===== config.mk =====
export PLATFORM = sky130hd
export DESIGN_NAME = pcgp_port
export DESIGN_NICKNAME = d
export VERILOG_FILES = /design/src/pcgp_pkg.sv /design/src/pcgp_pin_if.sv /design/src/pcgp_port.sv /design/src/pcgp_pwm.sv /design/src/pcgp_sampler.sv
export SDC_FILE = /design/constraint.sdc
export NUM_CORES = 1
export LEC_CHECK = 0
export BUFFER_PORTS_ARGS = -buffer_cell sky130_fd_sc_hd__buf_2
export CAP_MARGIN = 20
export CORE_MARGIN = 5
export CORE_UTILIZATION = 28
export DETAILED_ROUTE_END_ITERATION = 12
export GPL_ROUTABILITY_DRIVEN = 0
export PLACE_DENSITY_LB_ADDON = 0.05
export SYNTH_ARGS = -nofsm -noshare
export SYNTH_HDL_FRONTEND = slang
export SYNTH_SLANG_ARGS = --single-unit

===== constraint.sdc =====
create_clock -name ref_clk -period 6.1 [get_ports ref_clk]
set_input_delay 1.22 -clock ref_clk [delete_from_list [all_inputs] [get_ports ref_clk]]
set_output_delay 1.22 -clock ref_clk [all_outputs]
set_load 0.02 [all_outputs]

===== src/pcgp_pkg.sv =====
// Constants shared by the packet configured GPIO and PWM port
// ------------------------------------------------------------
// Summary of operation
// - Five pins, index 0-4; others select nothing
// - Level: 0 low, 1-99 PWM, 100 high
// - Sample every pin at 32 Hz always
// - Remember rising and falling edges between queries
// - Periodic sampling debounces the inputs
// - Two bytes set level; three also configure
// - Drive mode: eight codes, seven pad behaviours; reserved code 6 floats like input-only
// - Function bit: user control or shared function
// - Upper function byte nibble always reads zero
// - Configure answers type 0x62, no payload
// - Reply: index, state, level, function byte
// - State byte: level, falling, rising, reserved
// - Reported level is the sampled pin
// - Reply level is the requested value
// - Sampling independent of queries; short pulses missed
// - Store command saves configuration, restored at power-up
// ------------------------------------------------------------
package pcgp_pkg;
	localparam int       NUM_PINS     = 5;
	localparam int       CLK_HZ       = 250_000_000;
	localparam int       SAMPLE_HZ    = 32;
	localparam int       PWM_HZ       = 100;
	localparam int       PWM_STEPS    = 100;
	localparam int       SAMPLE_CYC   = CLK_HZ / SAMPLE_HZ;
	localparam int       PWM_STEP_CYC = CLK_HZ / (PWM_HZ * PWM_STEPS);
	localparam int       CFG_W        = 4;
	localparam int       BOOT_W       = NUM_PINS * (7 + CFG_W);
	// Register offsets
	localparam logic [7:0] REG_CMD      = 8'h00;
	localparam logic [7:0] REG_CMD_DATA = 8'h04;
	localparam logic [7:0] REG_RSP      = 8'h08;
	localparam logic [7:0] REG_RSP_DATA = 8'h0C;
	localparam logic [7:0] REG_LEVELS   = 8'h10;
	// Packet types
	localparam logic [7:0] CMD_STORE    = 8'h04;
	localparam logic [7:0] CMD_SET      = 8'h22;
	localparam logic [7:0] CMD_QUERY    = 8'h23;
	localparam logic [7:0] ACK_FLAG     = 8'h40;
	localparam logic [7:0] ERR_FLAG     = 8'hC0;
	localparam logic [7:0] LEVEL_MAX    = 8'h64;
	localparam logic [7:0] LEN_SHORT    = 8'h02;
	localparam logic [7:0] LEN_LONG     = 8'h03;
	localparam logic [7:0] LEN_ONE      = 8'h01;
	localparam logic [7:0] LEN_REPLY    = 8'h04;
	localparam logic [7:0] PIN_LIMIT    = 8'h05;
	// Function/drive layout
	localparam int         FUNC_BIT     = 3;
	localparam logic [3:0] CFG_RESET    = 4'h2;
	localparam logic [6:0] LEVEL_RESET  = 7'h00;
	typedef enum logic [2:0] {
		DM_UP_PD    = 3'b000,
		DM_FAST     = 3'b001,
		DM_HIZ      = 3'b010,
		DM_PU_DOWN  = 3'b011,
		DM_SUP_HIZ  = 3'b100,
		DM_SLOW     = 3'b101,
		DM_RSVD     = 3'b110,
		DM_HIZ_SDN  = 3'b111
	} pcgp_drive_e;
endpackage


===== src/pcgp_pin_if.sv =====
// Carrier between the port controller, sampler and PWM generator
`timescale 1ns/1ns
interface pcgp_pin_if;
	logic [4:0] level;
	logic [4:0] fall;
	logic [4:0] rise;
	logic [4:0] clr;
	logic [6:0] duty [5];
	logic [4:0] active;
	modport sampler (output level, output fall, output rise, input clr);
	modport pwm (input duty, output active);
	modport ctrl (input level, input fall, input rise, output clr,
		output duty, input active);
endinterface


===== src/pcgp_port.sv =====
// Packet configured five-pin GPIO and PWM port with APB access
`timescale 1ns/1ns
module pcgp_port #(
	parameter int SAMPLE_CYC = pcgp_pkg::SAMPLE_CYC,
	parameter int STEP_CYC   = pcgp_pkg::PWM_STEP_CYC
) (
	// Clock and reset
	input  wire logic                        ref_clk,
	input  wire logic                        rst,
	// APB slave
	input  wire logic [7:0]                  paddr,
	input  wire logic                        psel,
	input  wire logic                        penable,
	input  wire logic                        pwrite,
	input  wire logic [31:0]                 pwdata,
	output logic      [31:0]                 prdata,
	output logic                             pready,
	output logic                             pslverr,
	// Pads
	input  wire logic [4:0]                  gpioIn,
	output logic      [4:0]                  gpioOut,
	output logic      [4:0]                  gpioOe,
	output logic      [4:0]                  gpioPullUp,
	output logic      [4:0]                  gpioPullDown,
	output logic      [4:0]                  gpioSlow,
	// Shared pin functions
	input  wire logic [4:0]                  sharedOut,
	// Boot state storage
	input  wire logic [pcgp_pkg::BOOT_W-1:0] bootImageIn,
	output logic      [pcgp_pkg::BOOT_W-1:0] bootImage,
	output logic                             bootSave
);
	// ------------------------------------------------------------
	// Submodules
	// ------------------------------------------------------------
	pcgp_pin_if pins ();

	pcgp_sampler #(
		.SAMPLE_CYC (SAMPLE_CYC)
	) u_sampler (
		.ref_clk (ref_clk),
		.rst     (rst),
		.gpioIn  (gpioIn),
		.pins    (pins.sampler)
	);

	pcgp_pwm #(
		.STEP_CYC (STEP_CYC)
	) u_pwm (
		.ref_clk (ref_clk),
		.rst     (rst),
		.pins    (pins.pwm)
	);

	// ------------------------------------------------------------
	// State
	// ------------------------------------------------------------
	logic [6:0]  level [5];
	logic [6:0]  next_level [5];
	logic [3:0]  cfg [5];
	logic [3:0]  next_cfg [5];
	logic [23:0] cmdData, next_cmdData;
	logic [15:0] cmdLast, next_cmdLast;
	logic [7:0]  rspType, next_rspType;
	logic [7:0]  rspLen, next_rspLen;
	logic [31:0] rspData, next_rspData;
	logic [31:0] next_prdata;
	logic        next_pslverr;
	logic [pcgp_pkg::BOOT_W-1:0] next_bootImage;
	logic        next_bootSave;
	logic        restorePending;
	logic [4:0]  clr;

	logic        setupPh, accessPh, wrCmd, wrData, mapped;
	logic [7:0]  cmdType, cmdLen, cmdIdx, cmdLvl, cmdFd;
	logic [2:0]  pin;
	logic        idxOk, setOk, queryOk;

	// ------------------------------------------------------------
	// APB decode
	// ------------------------------------------------------------
	always_comb begin
		setupPh = psel && !penable;
		accessPh = psel && penable;
		mapped = (paddr == pcgp_pkg::REG_CMD) || (paddr == pcgp_pkg::REG_CMD_DATA)
			|| (paddr == pcgp_pkg::REG_RSP) || (paddr == pcgp_pkg::REG_RSP_DATA)
			|| (paddr == pcgp_pkg::REG_LEVELS);
		wrCmd = accessPh && pwrite && (paddr == pcgp_pkg::REG_CMD);
		wrData = accessPh && pwrite && (paddr == pcgp_pkg::REG_CMD_DATA);
		cmdType = pwdata[7:0];
		cmdLen = pwdata[15:8];
		cmdIdx = cmdData[7:0];
		cmdLvl = cmdData[15:8];
		cmdFd = cmdData[23:16];
		pin = cmdIdx[2:0];
		idxOk = (cmdIdx < pcgp_pkg::PIN_LIMIT);
		setOk = idxOk && (cmdLvl <= pcgp_pkg::LEVEL_MAX)
			&& ((cmdLen == pcgp_pkg::LEN_SHORT) || (cmdLen == pcgp_pkg::LEN_LONG));
		queryOk = idxOk && (cmdLen == pcgp_pkg::LEN_ONE);
	end

	// Read data is captured in the setup cycle so that it leaves a flop
	always_comb begin
		next_prdata = prdata;
		next_pslverr = 1'b0;
		if (setupPh) begin
			next_pslverr = !mapped;
			case (paddr)
				pcgp_pkg::REG_CMD:      next_prdata = {16'h0000, cmdLast};
				pcgp_pkg::REG_CMD_DATA: next_prdata = {8'h00, cmdData};
				pcgp_pkg::REG_RSP:      next_prdata = {16'h0000, rspLen, rspType};
				pcgp_pkg::REG_RSP_DATA: next_prdata = rspData;
				pcgp_pkg::REG_LEVELS:   next_prdata = {27'h000_0000, pins.level};
				default:                next_prdata = 32'h0000_0000;
			endcase
		end
	end

	assign pready = 1'b1;

	// ------------------------------------------------------------
	// Command execution
	// ------------------------------------------------------------
	always_comb begin
		next_cmdData = wrData ? pwdata[23:0] : cmdData;
		next_cmdLast = wrCmd ? pwdata[15:0] : cmdLast;
		next_rspType = rspType;
		next_rspLen = rspLen;
		next_rspData = rspData;
		next_bootSave = 1'b0;
		next_bootImage = bootImage;
		clr = '0;
		for (int i = 0; i < pcgp_pkg::NUM_PINS; i++) begin
			next_level[i] = level[i];
			next_cfg[i] = cfg[i];
		end
		if (restorePending) begin
			// Power-up restore of the stored configuration
			for (int i = 0; i < pcgp_pkg::NUM_PINS; i++) begin
				next_level[i] = bootImageIn[i*11 +: 7];
				next_cfg[i] = bootImageIn[i*11+7 +: 4];
			end
		end else if (wrCmd) begin
			next_rspLen = 8'h00;
			next_rspData = 32'h0000_0000;
			case (cmdType)
				pcgp_pkg::CMD_SET: begin
					if (setOk) begin
						next_level[pin] = cmdLvl[6:0];
						if (cmdLen == pcgp_pkg::LEN_LONG) begin
							// Reserved upper nibble is dropped, never stored
							next_cfg[pin] = cmdFd[3:0];
						end
						next_rspType = pcgp_pkg::ACK_FLAG | cmdType;
					end else begin
						next_rspType = pcgp_pkg::ERR_FLAG | cmdType;
					end
				end
				pcgp_pkg::CMD_QUERY: begin
					if (queryOk) begin
						next_rspType = cmdType;
						next_rspLen = pcgp_pkg::LEN_REPLY;
						// State byte keeps its reserved bit so level lands in byte 2
						next_rspData = {4'h0, cfg[pin], 1'b0, level[pin], 4'h0, 1'b0,
							pins.rise[pin], pins.fall[pin], pins.level[pin],
							cmdIdx};
						clr[pin] = 1'b1;
					end else begin
						next_rspType = pcgp_pkg::ERR_FLAG | cmdType;
					end
				end
				pcgp_pkg::CMD_STORE: begin
					for (int i = 0; i < pcgp_pkg::NUM_PINS; i++) begin
						next_bootImage[i*11 +: 11] = {cfg[i], level[i]};
					end
					next_bootSave = 1'b1;
					next_rspType = pcgp_pkg::ACK_FLAG | cmdType;
				end
				default: begin
					next_rspType = pcgp_pkg::ERR_FLAG | cmdType;
				end
			endcase
		end
	end

	always_comb begin
		for (int i = 0; i < pcgp_pkg::NUM_PINS; i++) begin
			pins.duty[i] = level[i];
		end
		pins.clr = clr;
	end

	always_ff @(posedge ref_clk) begin
		if (rst) begin
			for (int i = 0; i < pcgp_pkg::NUM_PINS; i++) begin
				level[i] <= pcgp_pkg::LEVEL_RESET;
				cfg[i] <= pcgp_pkg::CFG_RESET;
			end
			cmdData <= '0;
			cmdLast <= '0;
			rspType <= '0;
			rspLen <= '0;
			rspData <= '0;
			prdata <= '0;
			pslverr <= 1'b0;
			bootImage <= '0;
			bootSave <= 1'b0;
			restorePending <= 1'b1;
		end else begin
			level <= next_level;
			cfg <= next_cfg;
			cmdData <= next_cmdData;
			cmdLast <= next_cmdLast;
			rspType <= next_rspType;
			rspLen <= next_rspLen;
			rspData <= next_rspData;
			prdata <= next_prdata;
			pslverr <= next_pslverr;
			bootImage <= next_bootImage;
			bootSave <= next_bootSave;
			restorePending <= 1'b0;
		end
	end

	// ------------------------------------------------------------
	// Pad drive decode
	// ------------------------------------------------------------
	logic [4:0] next_out, next_oe, next_pu, next_pd, next_slow, drvVal;

	for (genvar i = 0; i < pcgp_pkg::NUM_PINS; i++) begin : g_pad
		pcgp_pkg::pcgp_drive_e mode;
		// A pin left to its shared function follows that function's level
		assign drvVal[i] = cfg[i][pcgp_pkg::FUNC_BIT] ? pins.active[i] : sharedOut[i];
		assign mode = pcgp_pkg::pcgp_drive_e'(cfg[i][2:0]);
		always_comb begin
			next_out[i] = drvVal[i];
			next_oe[i] = 1'b0;
			next_pu[i] = 1'b0;
			next_pd[i] = 1'b0;
			next_slow[i] = 1'b0;
			case (mode)
				pcgp_pkg::DM_UP_PD: begin
					next_oe[i] = drvVal[i];
					next_pd[i] = !drvVal[i];
				end
				pcgp_pkg::DM_FAST: begin
					next_oe[i] = 1'b1;
				end
				pcgp_pkg::DM_PU_DOWN: begin
					next_oe[i] = !drvVal[i];
					next_pu[i] = drvVal[i];
				end
				pcgp_pkg::DM_SUP_HIZ: begin
					next_oe[i] = drvVal[i];
					next_slow[i] = 1'b1;
				end
				pcgp_pkg::DM_SLOW: begin
					next_oe[i] = 1'b1;
					next_slow[i] = 1'b1;
				end
				pcgp_pkg::DM_HIZ_SDN: begin
					next_oe[i] = !drvVal[i];
					next_slow[i] = 1'b1;
				end
				// Input-only and reserved codes leave the pad floating
				default: begin
					next_oe[i] = 1'b0;
				end
			endcase
		end
	end

	always_ff @(posedge ref_clk) begin
		if (rst) begin
			gpioOut <= '0;
			gpioOe <= '0;
			gpioPullUp <= '0;
			gpioPullDown <= '0;
			gpioSlow <= '0;
		end else begin
			gpioOut <= next_out;
			gpioOe <= next_oe;
			gpioPullUp <= next_pu;
			gpioPullDown <= next_pd;
			gpioSlow <= next_slow;
		end
	end
endmodule


===== src/pcgp_pwm.sv =====
// Shared 100-step PWM timebase with one comparator per pin
`timescale 1ns/1ns
module pcgp_pwm #(
	parameter int STEP_CYC = pcgp_pkg::PWM_STEP_CYC
) (
	// Clock and reset
	input  wire logic ref_clk,
	input  wire logic rst,
	// Carrier
	pcgp_pin_if.pwm   pins
);
	localparam int CW = $clog2(STEP_CYC + 1);
	logic [CW-1:0] divCnt, next_divCnt;
	logic [6:0]    phase, next_phase;
	logic [4:0]    active, next_active;
	logic          stepEnd;

	always_comb begin
		stepEnd = (divCnt == CW'(STEP_CYC - 1));
		next_divCnt = stepEnd ? '0 : divCnt + 1'b1;
		next_phase = phase;
		if (stepEnd) begin
			next_phase = (phase == 7'(pcgp_pkg::PWM_STEPS - 1)) ? '0 : phase + 1'b1;
		end
	end

	for (genvar i = 0; i < pcgp_pkg::NUM_PINS; i++) begin : g_cmp
		// Level 0 never active, 100 always active
		assign next_active[i] = (next_phase < pins.duty[i]);
	end

	always_ff @(posedge ref_clk) begin
		if (rst) begin
			divCnt <= '0;
			phase <= '0;
			active <= '0;
		end else begin
			divCnt <= next_divCnt;
			phase <= next_phase;
			active <= next_active;
		end
	end

	assign pins.active = active;
endmodule


===== src/pcgp_sampler.sv =====
// Periodic input sampler with sticky edge flags
`timescale 1ns/1ns
module pcgp_sampler #(
	parameter int SAMPLE_CYC = pcgp_pkg::SAMPLE_CYC
) (
	// Clock and reset
	input  wire logic       ref_clk,
	input  wire logic       rst,
	// Pads
	input  wire logic [4:0] gpioIn,
	// Carrier
	pcgp_pin_if.sampler     pins
);
	localparam int CW = $clog2(SAMPLE_CYC + 1);
	logic [CW-1:0] tickCnt, next_tickCnt;
	logic [4:0]    sync1, sync2;
	logic [4:0]    level, next_level, fall, next_fall, rise, next_rise;
	logic          tick;
	logic [4:0]    newRise, newFall;

	always_comb begin
		tick = (tickCnt == CW'(SAMPLE_CYC - 1));
		next_tickCnt = tick ? '0 : tickCnt + 1'b1;
		// Only the sample instant sees the pad, which is the debounce
		next_level = tick ? sync2 : level;
		newRise = tick ? (sync2 & ~level) : '0;
		newFall = tick ? (~sync2 & level) : '0;
		// A new edge wins over the clear of the same cycle
		next_rise = (rise & ~pins.clr) | newRise;
		next_fall = (fall & ~pins.clr) | newFall;
	end

	always_ff @(posedge ref_clk) begin
		if (rst) begin
			tickCnt <= '0;
			sync1 <= '0;
			sync2 <= '0;
			level <= '0;
			rise <= '0;
			fall <= '0;
		end else begin
			tickCnt <= next_tickCnt;
			sync1 <= gpioIn;
			sync2 <= sync1;
			level <= next_level;
			rise <= next_rise;
			fall <= next_fall;
		end
	end

	assign pins.level = level;
	assign pins.rise = rise;
	assign pins.fall = fall;
endmodule

==> flow_summary.toml, run 1 <==
[outcome]
status = "completed"

[yosys]
syn_area_sq_mm = 0.01390
synthMuxAreaShare = 0.07075
ys.flop_type = "dfxtp_1"
netlist_instances = 1627
synth_fa_ha_area_frac = 0.02971
syn_avg_cell_area_sq_um = 8.543
ys_types = 65
ys_seq_area_frac = 0.4494
ys_warn_count = 0
synthSimpleGateAreaFrac = 0.2215
synth_top_family_by_area = "simple AND/OR/NAND/NOR gates"
synth_enable_flop_cells = 0
ys_ff_latch = 312
synth_xor_area_frac = 0.02079
async_flop_share = 0
synth_compound_area_frac = 0.1612

[sta]
final.min_clock_period_ps = 3532
slew_headroom = 0.3018
clock.fmax_mhz = 283.2
worst_pin_slew_ps = 1045
hold_viol = 0
worst_slack_ps = 2568
slew_violations = 0
timing.setup.tns_ps = 0
finalSetupViolCount = 0
timing.hold.ws_ps = 438.8
min_period_over_period = 0.5790
rsz0062_at_grt = "false"
fin_worst_skew_ps = 16.74

[setup_path]
start_kind = "flip-flop"
critPathBufInv = 1
cp_top_family = "simple AND/OR/NAND/NOR gates"
worstPathArrival_ps = 3950
critPathKind = "reg2reg"
max_stage_delay_ps = 720
endpoint_kind = "flip-flop"
cp_slowest_cell = "xnor2_1"
crit_chain = "or4bb_1, nor4_2, buf_4, nand4_1, xnor2_1, ha_1, a21oi_1, nor2b_1, o21ai_0, o211ai_1, nor2_1"
path_max_fanout = 11
cp_data_required_time_ps = 6520

[floorplan]
die_y_um = 232.8
ios = 225
dieArea_sq_mm = 0.05420
die_x_um = 232.8
row_count = 81
coreArea_sq_mm = 0.04905
initial_core_util = 0.2834

[clock_network]
clock_latency_ps = 550
postCtsSetupRepairBufs = 0
clk_pin_slew_ps = 50
cts-hold-fix-buffers = 0
h-tree-depth = 2
post_cts_resized = 0
cts-root-buf = "clkbuf_16"
numClockSinks = 312
clk_path_buf_depth = 3
cts_tree = "built"
cts_made_buffers = 40

[drt]
routed_wl_um = 53790
viasPerCell = 4.951
drc = 0
drtIter0Drc = 677
wire_per_inst_um = 21.55
ant_nets = 0
vias = 12360
first_pass_iters = 5

[global_route]
grt_max_degree = 98
overflow = 0
grt_pass1_vias = 12340
antenna_found_initial = 2
grt_pass1_wl_um = 79510
grt.total_usage = 0.1933

[pwr]
p_clk_frac = 0.483
ir_worst_vdd_mv = 0.1449
switching_share = 0.2492
pwr-share-seq = 0.454
internal-power_mw = 3.551
comb_power_share = 0.063
power_density_mw_per_mm2 = 280.8
power_switching_mw = 1.179
total_leakage_power_nw = 6.945

[finish]
final_common_cell = "dfxtp_1"
drive_above_1_share = 0.1885
nets = 1947
final_cell_mix = "311 x dfxtp_1, 294 x nand2_1, 210 x buf_2, 152 x nor2_1, 144 x a21oi_1"
area_delta_synth_final_pct = 21.18
fillers = 5224

[placement]
pre_cts_slack_ps = 2067
port_buffers = 211
dp_hpwl_um = 38770

[run]
maxCapViolCount = 0

[min_path]
hp-class = "reg2reg"
==> routing by layer <==
layer | global-route usage | vias up | part of all wire
met3 | 0.02648 | 77 | 0.035
met4 | 0.06443 | 0 | 0.031
met2 | 0.3310 | 252 | 0.48
met1 | 0.2513 | 5957 | 0.45
met5 | 0 | - | 0
li1 | - | 6071 | -
==> metrics by stage <==
| step | instances | utilization | total power, mW | cell area, sq um |
|---|---|---|---|---|
| final | 2496 | 0.3434 | 4.730 | 16840 |
| after global routing | 2495 | 0.3433 | 4.919 | 16840 |
| after CTS | 2493 | 0.3431 | 4.812 | 16830 |
| after detailed placement | 2425 | 0.3177 | 2.492 | 15580 |
| after global placement | 2425 | 0.3177 | 2.492 | 15580 |
| after floorplan | 1630 | - | 2.337 | 13910 |
==> area by class of cell <==
cell class                      instances  area, sq um  share of cell area
Tap cell                              664        830.8             0.04932
Sequential cell                       312         6247              0.3709
Clock buffer                           60         1167             0.06931
Timing Repair Buffer                  236         1250             0.07421
Antenna cell                            2        5.005           0.0002971
Clock inverter                          8        78.83            0.004680
Inverter                               54        202.7             0.01203
Multi-Input combinational cell       1160         7062              0.4193
==> cells by family (layout without fill, tap and decap cells) <==
group                    count (synthesis)  in the layout
buffers and inverters                  158            358
flip-flops                             312            312
adder cells (fa/ha/maj)                 33             33
XOR/XNOR                                33             33
AO/OA/AOI/OAI                          343            343
other                                    2              7
AND/OR/NAND/NOR                        660            660
multiplexers                            86             86
==> final timing paths <==
check / startpoint / end / slack (ps) / depth (start not counted)
setup / recovery: u_pwm.divCnt[10] / u_pwm.pins.active[0] / 2570 / 11
hold / removal: u_sampler.sync1[3] / u_sampler.sync2[3] / 440 / 1
setup reg to reg: u_pwm.divCnt[10] / u_pwm.pins.active[0] / 2570 / 11
hold reg to reg: u_sampler.sync1[3] / u_sampler.sync2[3] / 440 / 1
==> synth_stat cells, drive strengths merged, types with 21 or more instances <==
library cell / instances / share of area
nor2b: 26 / 0.012
clkbuf: 76 / 0.021
inv: 54 / 0.015
nor3: 21 / 0.0076
buf: 28 / 0.011
mux2i: 60 / 0.043
ha: 33 / 0.030
nand2: 295 / 0.080
o211a: 35 / 0.025
o21ai: 44 / 0.016
nand3: 37 / 0.014
a22oi: 31 / 0.017
nor4: 27 / 0.015
a21oi: 144 / 0.052
nor2: 153 / 0.041
dfxtp: 312 / 0.45
==> state kept, by name, indices dropped and copies added, names as in the netlist, 7 cells and up <==
| signal | count |
|---|---|
| bootImage | 55 |
| level | 35 |
| prdata | 28 |
| cmdData | 24 |
| u_sampler.tickCnt | 23 |
| rspData | 22 |
| cfg | 20 |
| cmdLast | 16 |
| u_pwm.divCnt | 15 |
| rspType | 8 |
| u_pwm.phase | 7 |
==> power groups by stage <==
stage / clock network [mW] / registers, mW / logic, mW
final: 2.29 / 2.15 / 0.296
after global placement: 0 / 2.20 / 0.296
after global routing: 2.44 / 2.15 / 0.326
after floorplan: 0 / 2.17 / 0.168
after CTS: 2.36 / 2.15 / 0.299
after detailed placement: 0 / 2.19 / 0.297
No activity file was read; power rests on OpenSTA's default activity.
==> run 2: changes to the inputs <==
- ABC_AREA: unset -> 1
- clock period: 6.1 -> 3.6 ns (I/O delays scaled with it)
==> run 2 against run 1 <==
  * Sequential cell count stayed put
  * Maximum frequency rose by 30%
  * Count of clock-buffer cells in the layout decreased by 8
  * Cell area is 3.0% higher
  * Critical path depth grew 1
  * Area after synthesis increased by 2.4%
  * Hold slack got worse by 53 ps
  * Highest routed layer is now met5
==> flow_summary.toml, run 2 <==
[sta]
worst_pin_slew_ps = 820.4
min_period_over_period = 0.7540
slew_headroom = 0.4489
worst_slack_ps = 885.6
slew_violations = 0
hold_viol = 0
fin_worst_skew_ps = 15.81
timing.setup.tns_ps = 0
finalSetupViolCount = 0
rsz0062_at_grt = "false"
final.min_clock_period_ps = 2714
clock.fmax_mhz = 368.4
timing.hold.ws_ps = 385.5

[floorplan]
ios = 225
coreArea_sq_mm = 0.05017
row_count = 82
dieArea_sq_mm = 0.05543
initial_core_util = 0.2837
die_y_um = 235.4
die_x_um = 235.4

[global_route]
met2_usage = 0.3077
grtUsageMet3 = 0.03245
grt_pass1_wl_um = 82530
grt.met1_usage = 0.2594
antenna_found_initial = 5
grt_max_degree = 94
overflow = 0
grt.total_usage = 0.1880
busiest_layer = "met2"
grt_pass1_vias = 13480

[drt]
vias = 13840
wire_per_inst_um = 18.79
routed_wl_um = 53900
first_pass_iters = 5
drtIter0Drc = 842
viasPerCell = 4.823
drc = 0
ant_nets = 0

[clock_network]
cts-hold-fix-buffers = 0
clock_latency_ps = 550
clk_pin_slew_ps = 60
cts_tree = "built"
numClockSinks = 312
post_cts_resized = 0
cts-root-buf = "clkbuf_16"
h-tree-depth = 2
clk_path_buf_depth = 3
cts_made_buffers = 39
postCtsSetupRepairBufs = 0

[pwr]
comb_power_share = 0.069
p_total_mw = 8.263
ir_worst_vdd_mv = 0.2503
switching_share = 0.2467
p_clk_frac = 0.499
internal-power_mw = 6.225
power_switching_mw = 2.039
pwr-share-seq = 0.432
total_leakage_power_nw = 7.677
power_density_mw_per_mm2 = 476.4

[setup_path]
ff2ff_setup_slack_ps = 890
worstPathArrival_ps = 3140
startpoint = "u_pwm.divCnt[0]"
reg2reg_depth = 12
start_kind = "flip-flop"
r2r-start = "u_pwm.divCnt[0]"
critPathKind = "reg2reg"
path_max_fanout = 5
reg2reg_to = "u_pwm.pins.active[0]"
endpoint_kind = "flip-flop"
cp_data_required_time_ps = 4020

[yosys]
syn_area_sq_mm = 0.01423
netlist_instances = 1986
async_flop_share = 0
ys_seq_area_frac = 0.4389
synth.top_cell.area_share = 0.4389
synth_enable_flop_cells = 0
yosys-top-cells-area = "dfxtp_1 44%, nand2_1 10%, inv_1 6.1%"
ys_warn_count = 0
synth_common_cells = "385 x nand2_1, 312 x dfxtp_1, 232 x inv_1, 224 x nor2_1, 170 x a21oi_1"
ys_types = 42
ys_ff_latch = 312
ys.flop_type = "dfxtp_1"
synth_top_area_cell = "dfxtp_1"
synth_most_common_cell = "nand2_1"
syn_avg_cell_area_sq_um = 7.166

[run]
maxCapViolCount = 0

[placement]
port_buffers = 211
pre_cts_slack_ps = 644.3
dp_hpwl_um = 38980

[finish]
area_delta_synth_final_pct = 21.88
final_cell_mix = "384 x nand2_1, 311 x dfxtp_1, 231 x inv_1, 222 x nor2_1, 210 x buf_2"
final_common_cell = "nand2_1"
top_register = "bootImage"
nets = 2311
multiInputGateArea_sq_mm = 0.006640
fin_util = 0.3457
drive_above_1_share = 0.1557
fillers = 5459
reg_top3 = "bootImage x55, level x35, prdata x28"
regArea_sq_mm = 0.006247
largest_register_ffs = 55

[min_path]
hp-class = "in2reg"
hold_depth = 3
min_to = "u_sampler.sync1[4]"
hold_start = "gpioIn[4]"

[outcome]
status = "completed"
## run 2: routing by layer
layer / wire (um) / vias to the layer above
met3: 2518 / 73
met4: 1025 / 8
met1: 25460 / 6476
met2: 24840 / 318
met5: 53 / -
li1: - / 6962
## run 2: layout make-up
type | count | share of cell area
multi-input combinational | 1331 | 0.3828
clock buffer | 52 | 0.06615
antenna | 1 | 0.0001443
clock inverter | 17 | 0.01104
tap | 672 | 0.04847
inverter | 239 | 0.05186
timing repair buffer | 245 | 0.07935
sequential | 312 | 0.3602
## run 2: through the flow
stage | std cells | cell area [sq um]
after floorplan | 1989 | 14240
after global placement | 2799 | 16000
after detailed placement | 2799 | 16000
after CTS | 2868 | 17340
after global routing | 2869 | 17350
final | 2869 | 17350
## run 2: how the worst max path moves through the flow
stage | to | slack, ps | cells after the start
final | u_pwm.pins.active[0] | 890 | 12
after global routing | u_pwm.pins.active[0] | 560 | 13
after CTS | u_pwm.pins.active[0] | 790 | 13
after detailed placement | rspData[24] | 640 | 11
after global placement | rspData[21] | 670 | 11
after floorplan | cmdData[13] | 1500 | 9
## run 2: critical path: stages, from the launching register on
cell	delay, ps
dfxtp_1	360
ha_1	210
nand2_1	60
inv_1	90
nand4_1	120
nor3_1	330
nand3_1	140
xor2_1	210
inv_1	240
ha_1	260
a21oi_1	140
o211ai_1	90
a21oi_1	330
## run 2: power by group through the flow
stage                     clock (mW)  sequential [mW]  combinational (mW)
after floorplan                    0             3.65               0.327
after global placement             0             3.65               0.571
after detailed placement           0             3.65               0.570
after CTS                       4.25             3.57               0.573
after global routing            4.38             3.58               0.638
final                           4.12             3.57               0.568
## run 2: logic make-up (layout without fill, tap and decap cells)
family	Yosys count	count (layout)	synth area share
xor+xnor	13	13	0.008001
flops	312	312	0.4389
other cells	2	6	0.0005277
compound gates	439	439	0.1716
fa+ha+maj	33	33	0.02901
simple gates	841	841	0.2555
buf+inv	346	553	0.09645
==> run 3: changes to the inputs <==
- clock period: 3.6 -> 2.55 ns (I/O delays scaled with it)
==> run 3 against run 2 <==
  * Via count increased by 1.1%
  * Count of clock-buffer cells in the layout grew 7
  * Register-to-register slack got worse by 740 ps
  * Die area stayed put
  * First-iteration DRC count decreased by 6.8%
  * Sequential power increased by 41%
  * Sequential share of layout area decreased by 0.97 points
  * Maximum frequency rose by 13%
  * Critical path depth up 3
  * Combinational power up 51%
  * Clock power rose by 38%
  * Critical endpoint unchanged
  * Largest power group unchanged
==> flow_summary.toml, run 3 (synthesized netlist as in run 2, its figures left out) <==
[drt]
drtIter0Drc = 785
drc = 0
first_pass_iters = 5
vias = 13990
wire_per_inst_um = 18.60
routed_wl_um = 54290
ant_nets = 0
viasPerCell = 4.795

[global_route]
overflow = 0
grt_pass1_vias = 13610
grt_max_degree = 85
grt.met1_usage = 0.2527
grt_pass1_wl_um = 82250
antenna_found_initial = 6
grt.total_usage = 0.1871
busiest_layer = "met2"
met2_usage = 0.3054
grtUsageMet3 = 0.03948

[clock_network]
h-tree-depth = 2
cts-hold-fix-buffers = 0
cts_tree = "built"
clk_pin_slew_ps = 60
cts-root-buf = "clkbuf_16"
cts_made_buffers = 41
clk_path_buf_depth = 3
clock_latency_ps = 570
numClockSinks = 312

[finish]
reg_top3 = "bootImage x55, level x35, prdata x28"
regArea_sq_mm = 0.006251
final_cell_mix = "383 x nand2_1, 308 x dfxtp_1, 227 x inv_1, 220 x nor2_1, 210 x buf_2"
fillers = 5446
drive_above_1_share = 0.1801
nets = 2359
fin_util = 0.3556
largest_register_ffs = 55
multiInputGateArea_sq_mm = 0.006733
top_register = "bootImage"
final_common_cell = "nand2_1"
area_delta_synth_final_pct = 25.35
finalInstanceArea_sq_mm = 0.01784

[min_path]
hp-class = "in2reg"

[floorplan]
initial_core_util = 0.2837
dieArea_sq_mm = 0.05543
coreArea_sq_mm = 0.05017
row_count = 82
ios = 225
die_y_um = 235.4
die_x_um = 235.4

[pwr]
comb_power_share = 0.074
power_density_mw_per_mm2 = 648.6
p_clk_frac = 0.490
internal-power_mw = 8.687
switching_share = 0.2491
power_switching_mw = 2.883
total_leakage_power_nw = 7.896
ir_worst_vdd_mv = 0.4256
pwr-share-seq = 0.436

[setup_path]
cp_data_required_time_ps = 3050
cp_slowest_cell = "dfxtp_2"
start_kind = "flip-flop"
worstPathArrival_ps = 2900
path_max_fanout = 5
max_stage_delay_ps = 350
critPathKind = "reg2reg"
crit_chain = "ha_4, nand2_1, inv_1, nand4_1, nor3_2, buf_4, buf_4, nand3_1, xor2_2, inv_4, ha_1, a21oi_1, o211ai_1, a21oi_2, buf_4"
crit_path_frequent_cell = "buf_4"
critPathBufInv = 5
endpoint_kind = "flip-flop"
cp_top_family = "buffers and inverters"

[sta]
hold_viol = 0
slew_headroom = 0.4935
timing.hold.ws_ps = 160.6
finalSetupViolCount = 0
final.min_clock_period_ps = 2400
fin_worst_skew_ps = 27.61
worst_pin_slew_ps = 756.9
slew_violations = 0
min_period_over_period = 0.9413
timing.setup.tns_ps = 0
clock.fmax_mhz = 416.6

[outcome]
status = "completed"

[placement]
dpl-instance-area_sq_mm = 0.01639
dp_hpwl_um = 39940
port_buffers = 211

[run]
maxCapViolCount = 0
==> run 3: changes by cell type in the layout (fill, tap and decap cells not counted), sizes merged, moves of 2 or more <==
| cell | delta |
|---|---|
| buf | +46 |
| bufinv | -2 |
| clkbuf | +7 |
| clkinv | -3 |
| diode | +2 |
| inv | -2 |
==> run 3: what timing repair did <==
item                                    4_1_cts  5_1_grt
pin swaps                                     0        8
buffers inserted                              0        5
endpoints found under the setup margin        1        5
gates resized for setup                       1       23
==> run 3: through the flow <==
step           setup slack, ps  power (mW)  std cells
3_3_place_gp             50.98       6.000       2840
5_1_grt                 -1.884       12.04       2918
2_1_floorplan            573.7       5.614       1989
6_report                 149.8       11.57       2918
4_1_cts                  7.343       11.75       2910
3_5_place_dp             1.882       6.001       2840
==> run 3: path summary, 6_finish.rpt <==
path | slack [ps] | cells after the start | start | end
min | 160 | 3 | gpioIn[1] | u_sampler.sync1[1]
max | 150 | 15 | u_pwm.divCnt[1] | u_pwm.pins.active[0]
max reg2reg | 150 | 15 | u_pwm.divCnt[1] | u_pwm.pins.active[0]
min reg2reg | 410 | 2 | u_sampler.sync1[4] | u_sampler.sync2[4]
==> run 3: power by group through the flow <==
stage	Sequential [mW]	Clock, mW	Combinational [mW]
2_1_floorplan	5.15	0	0.462
3_3_place_gp	5.15	0	0.851
3_5_place_dp	5.15	0	0.851
4_1_cts	5.04	5.85	0.856
5_1_grt	5.06	6.03	0.952
6_report	5.05	5.67	0.857
==> run 3: worst min-delay path, cell delays in order <==
cell and delay, ps:
buf_2 100, inv_1 40, nor2_1 30
==> run 3: layout make-up <==
class	count	area share
clock inverters	11	0.006663
repair buffers	291	0.1007
inverters	239	0.05078
flip-flops and latches	312	0.3504
clock buffers	59	0.06642
well taps	672	0.04713
multi-input cells	1331	0.3774
diodes	3	0.0004208
==> run 3: layer usage <==
layer,up-vias,share of wire
li1,7054,-
met1,6573,0.47
met2,291,0.46
met3,69,0.049
met4,6,0.022
met5,-,0.00077
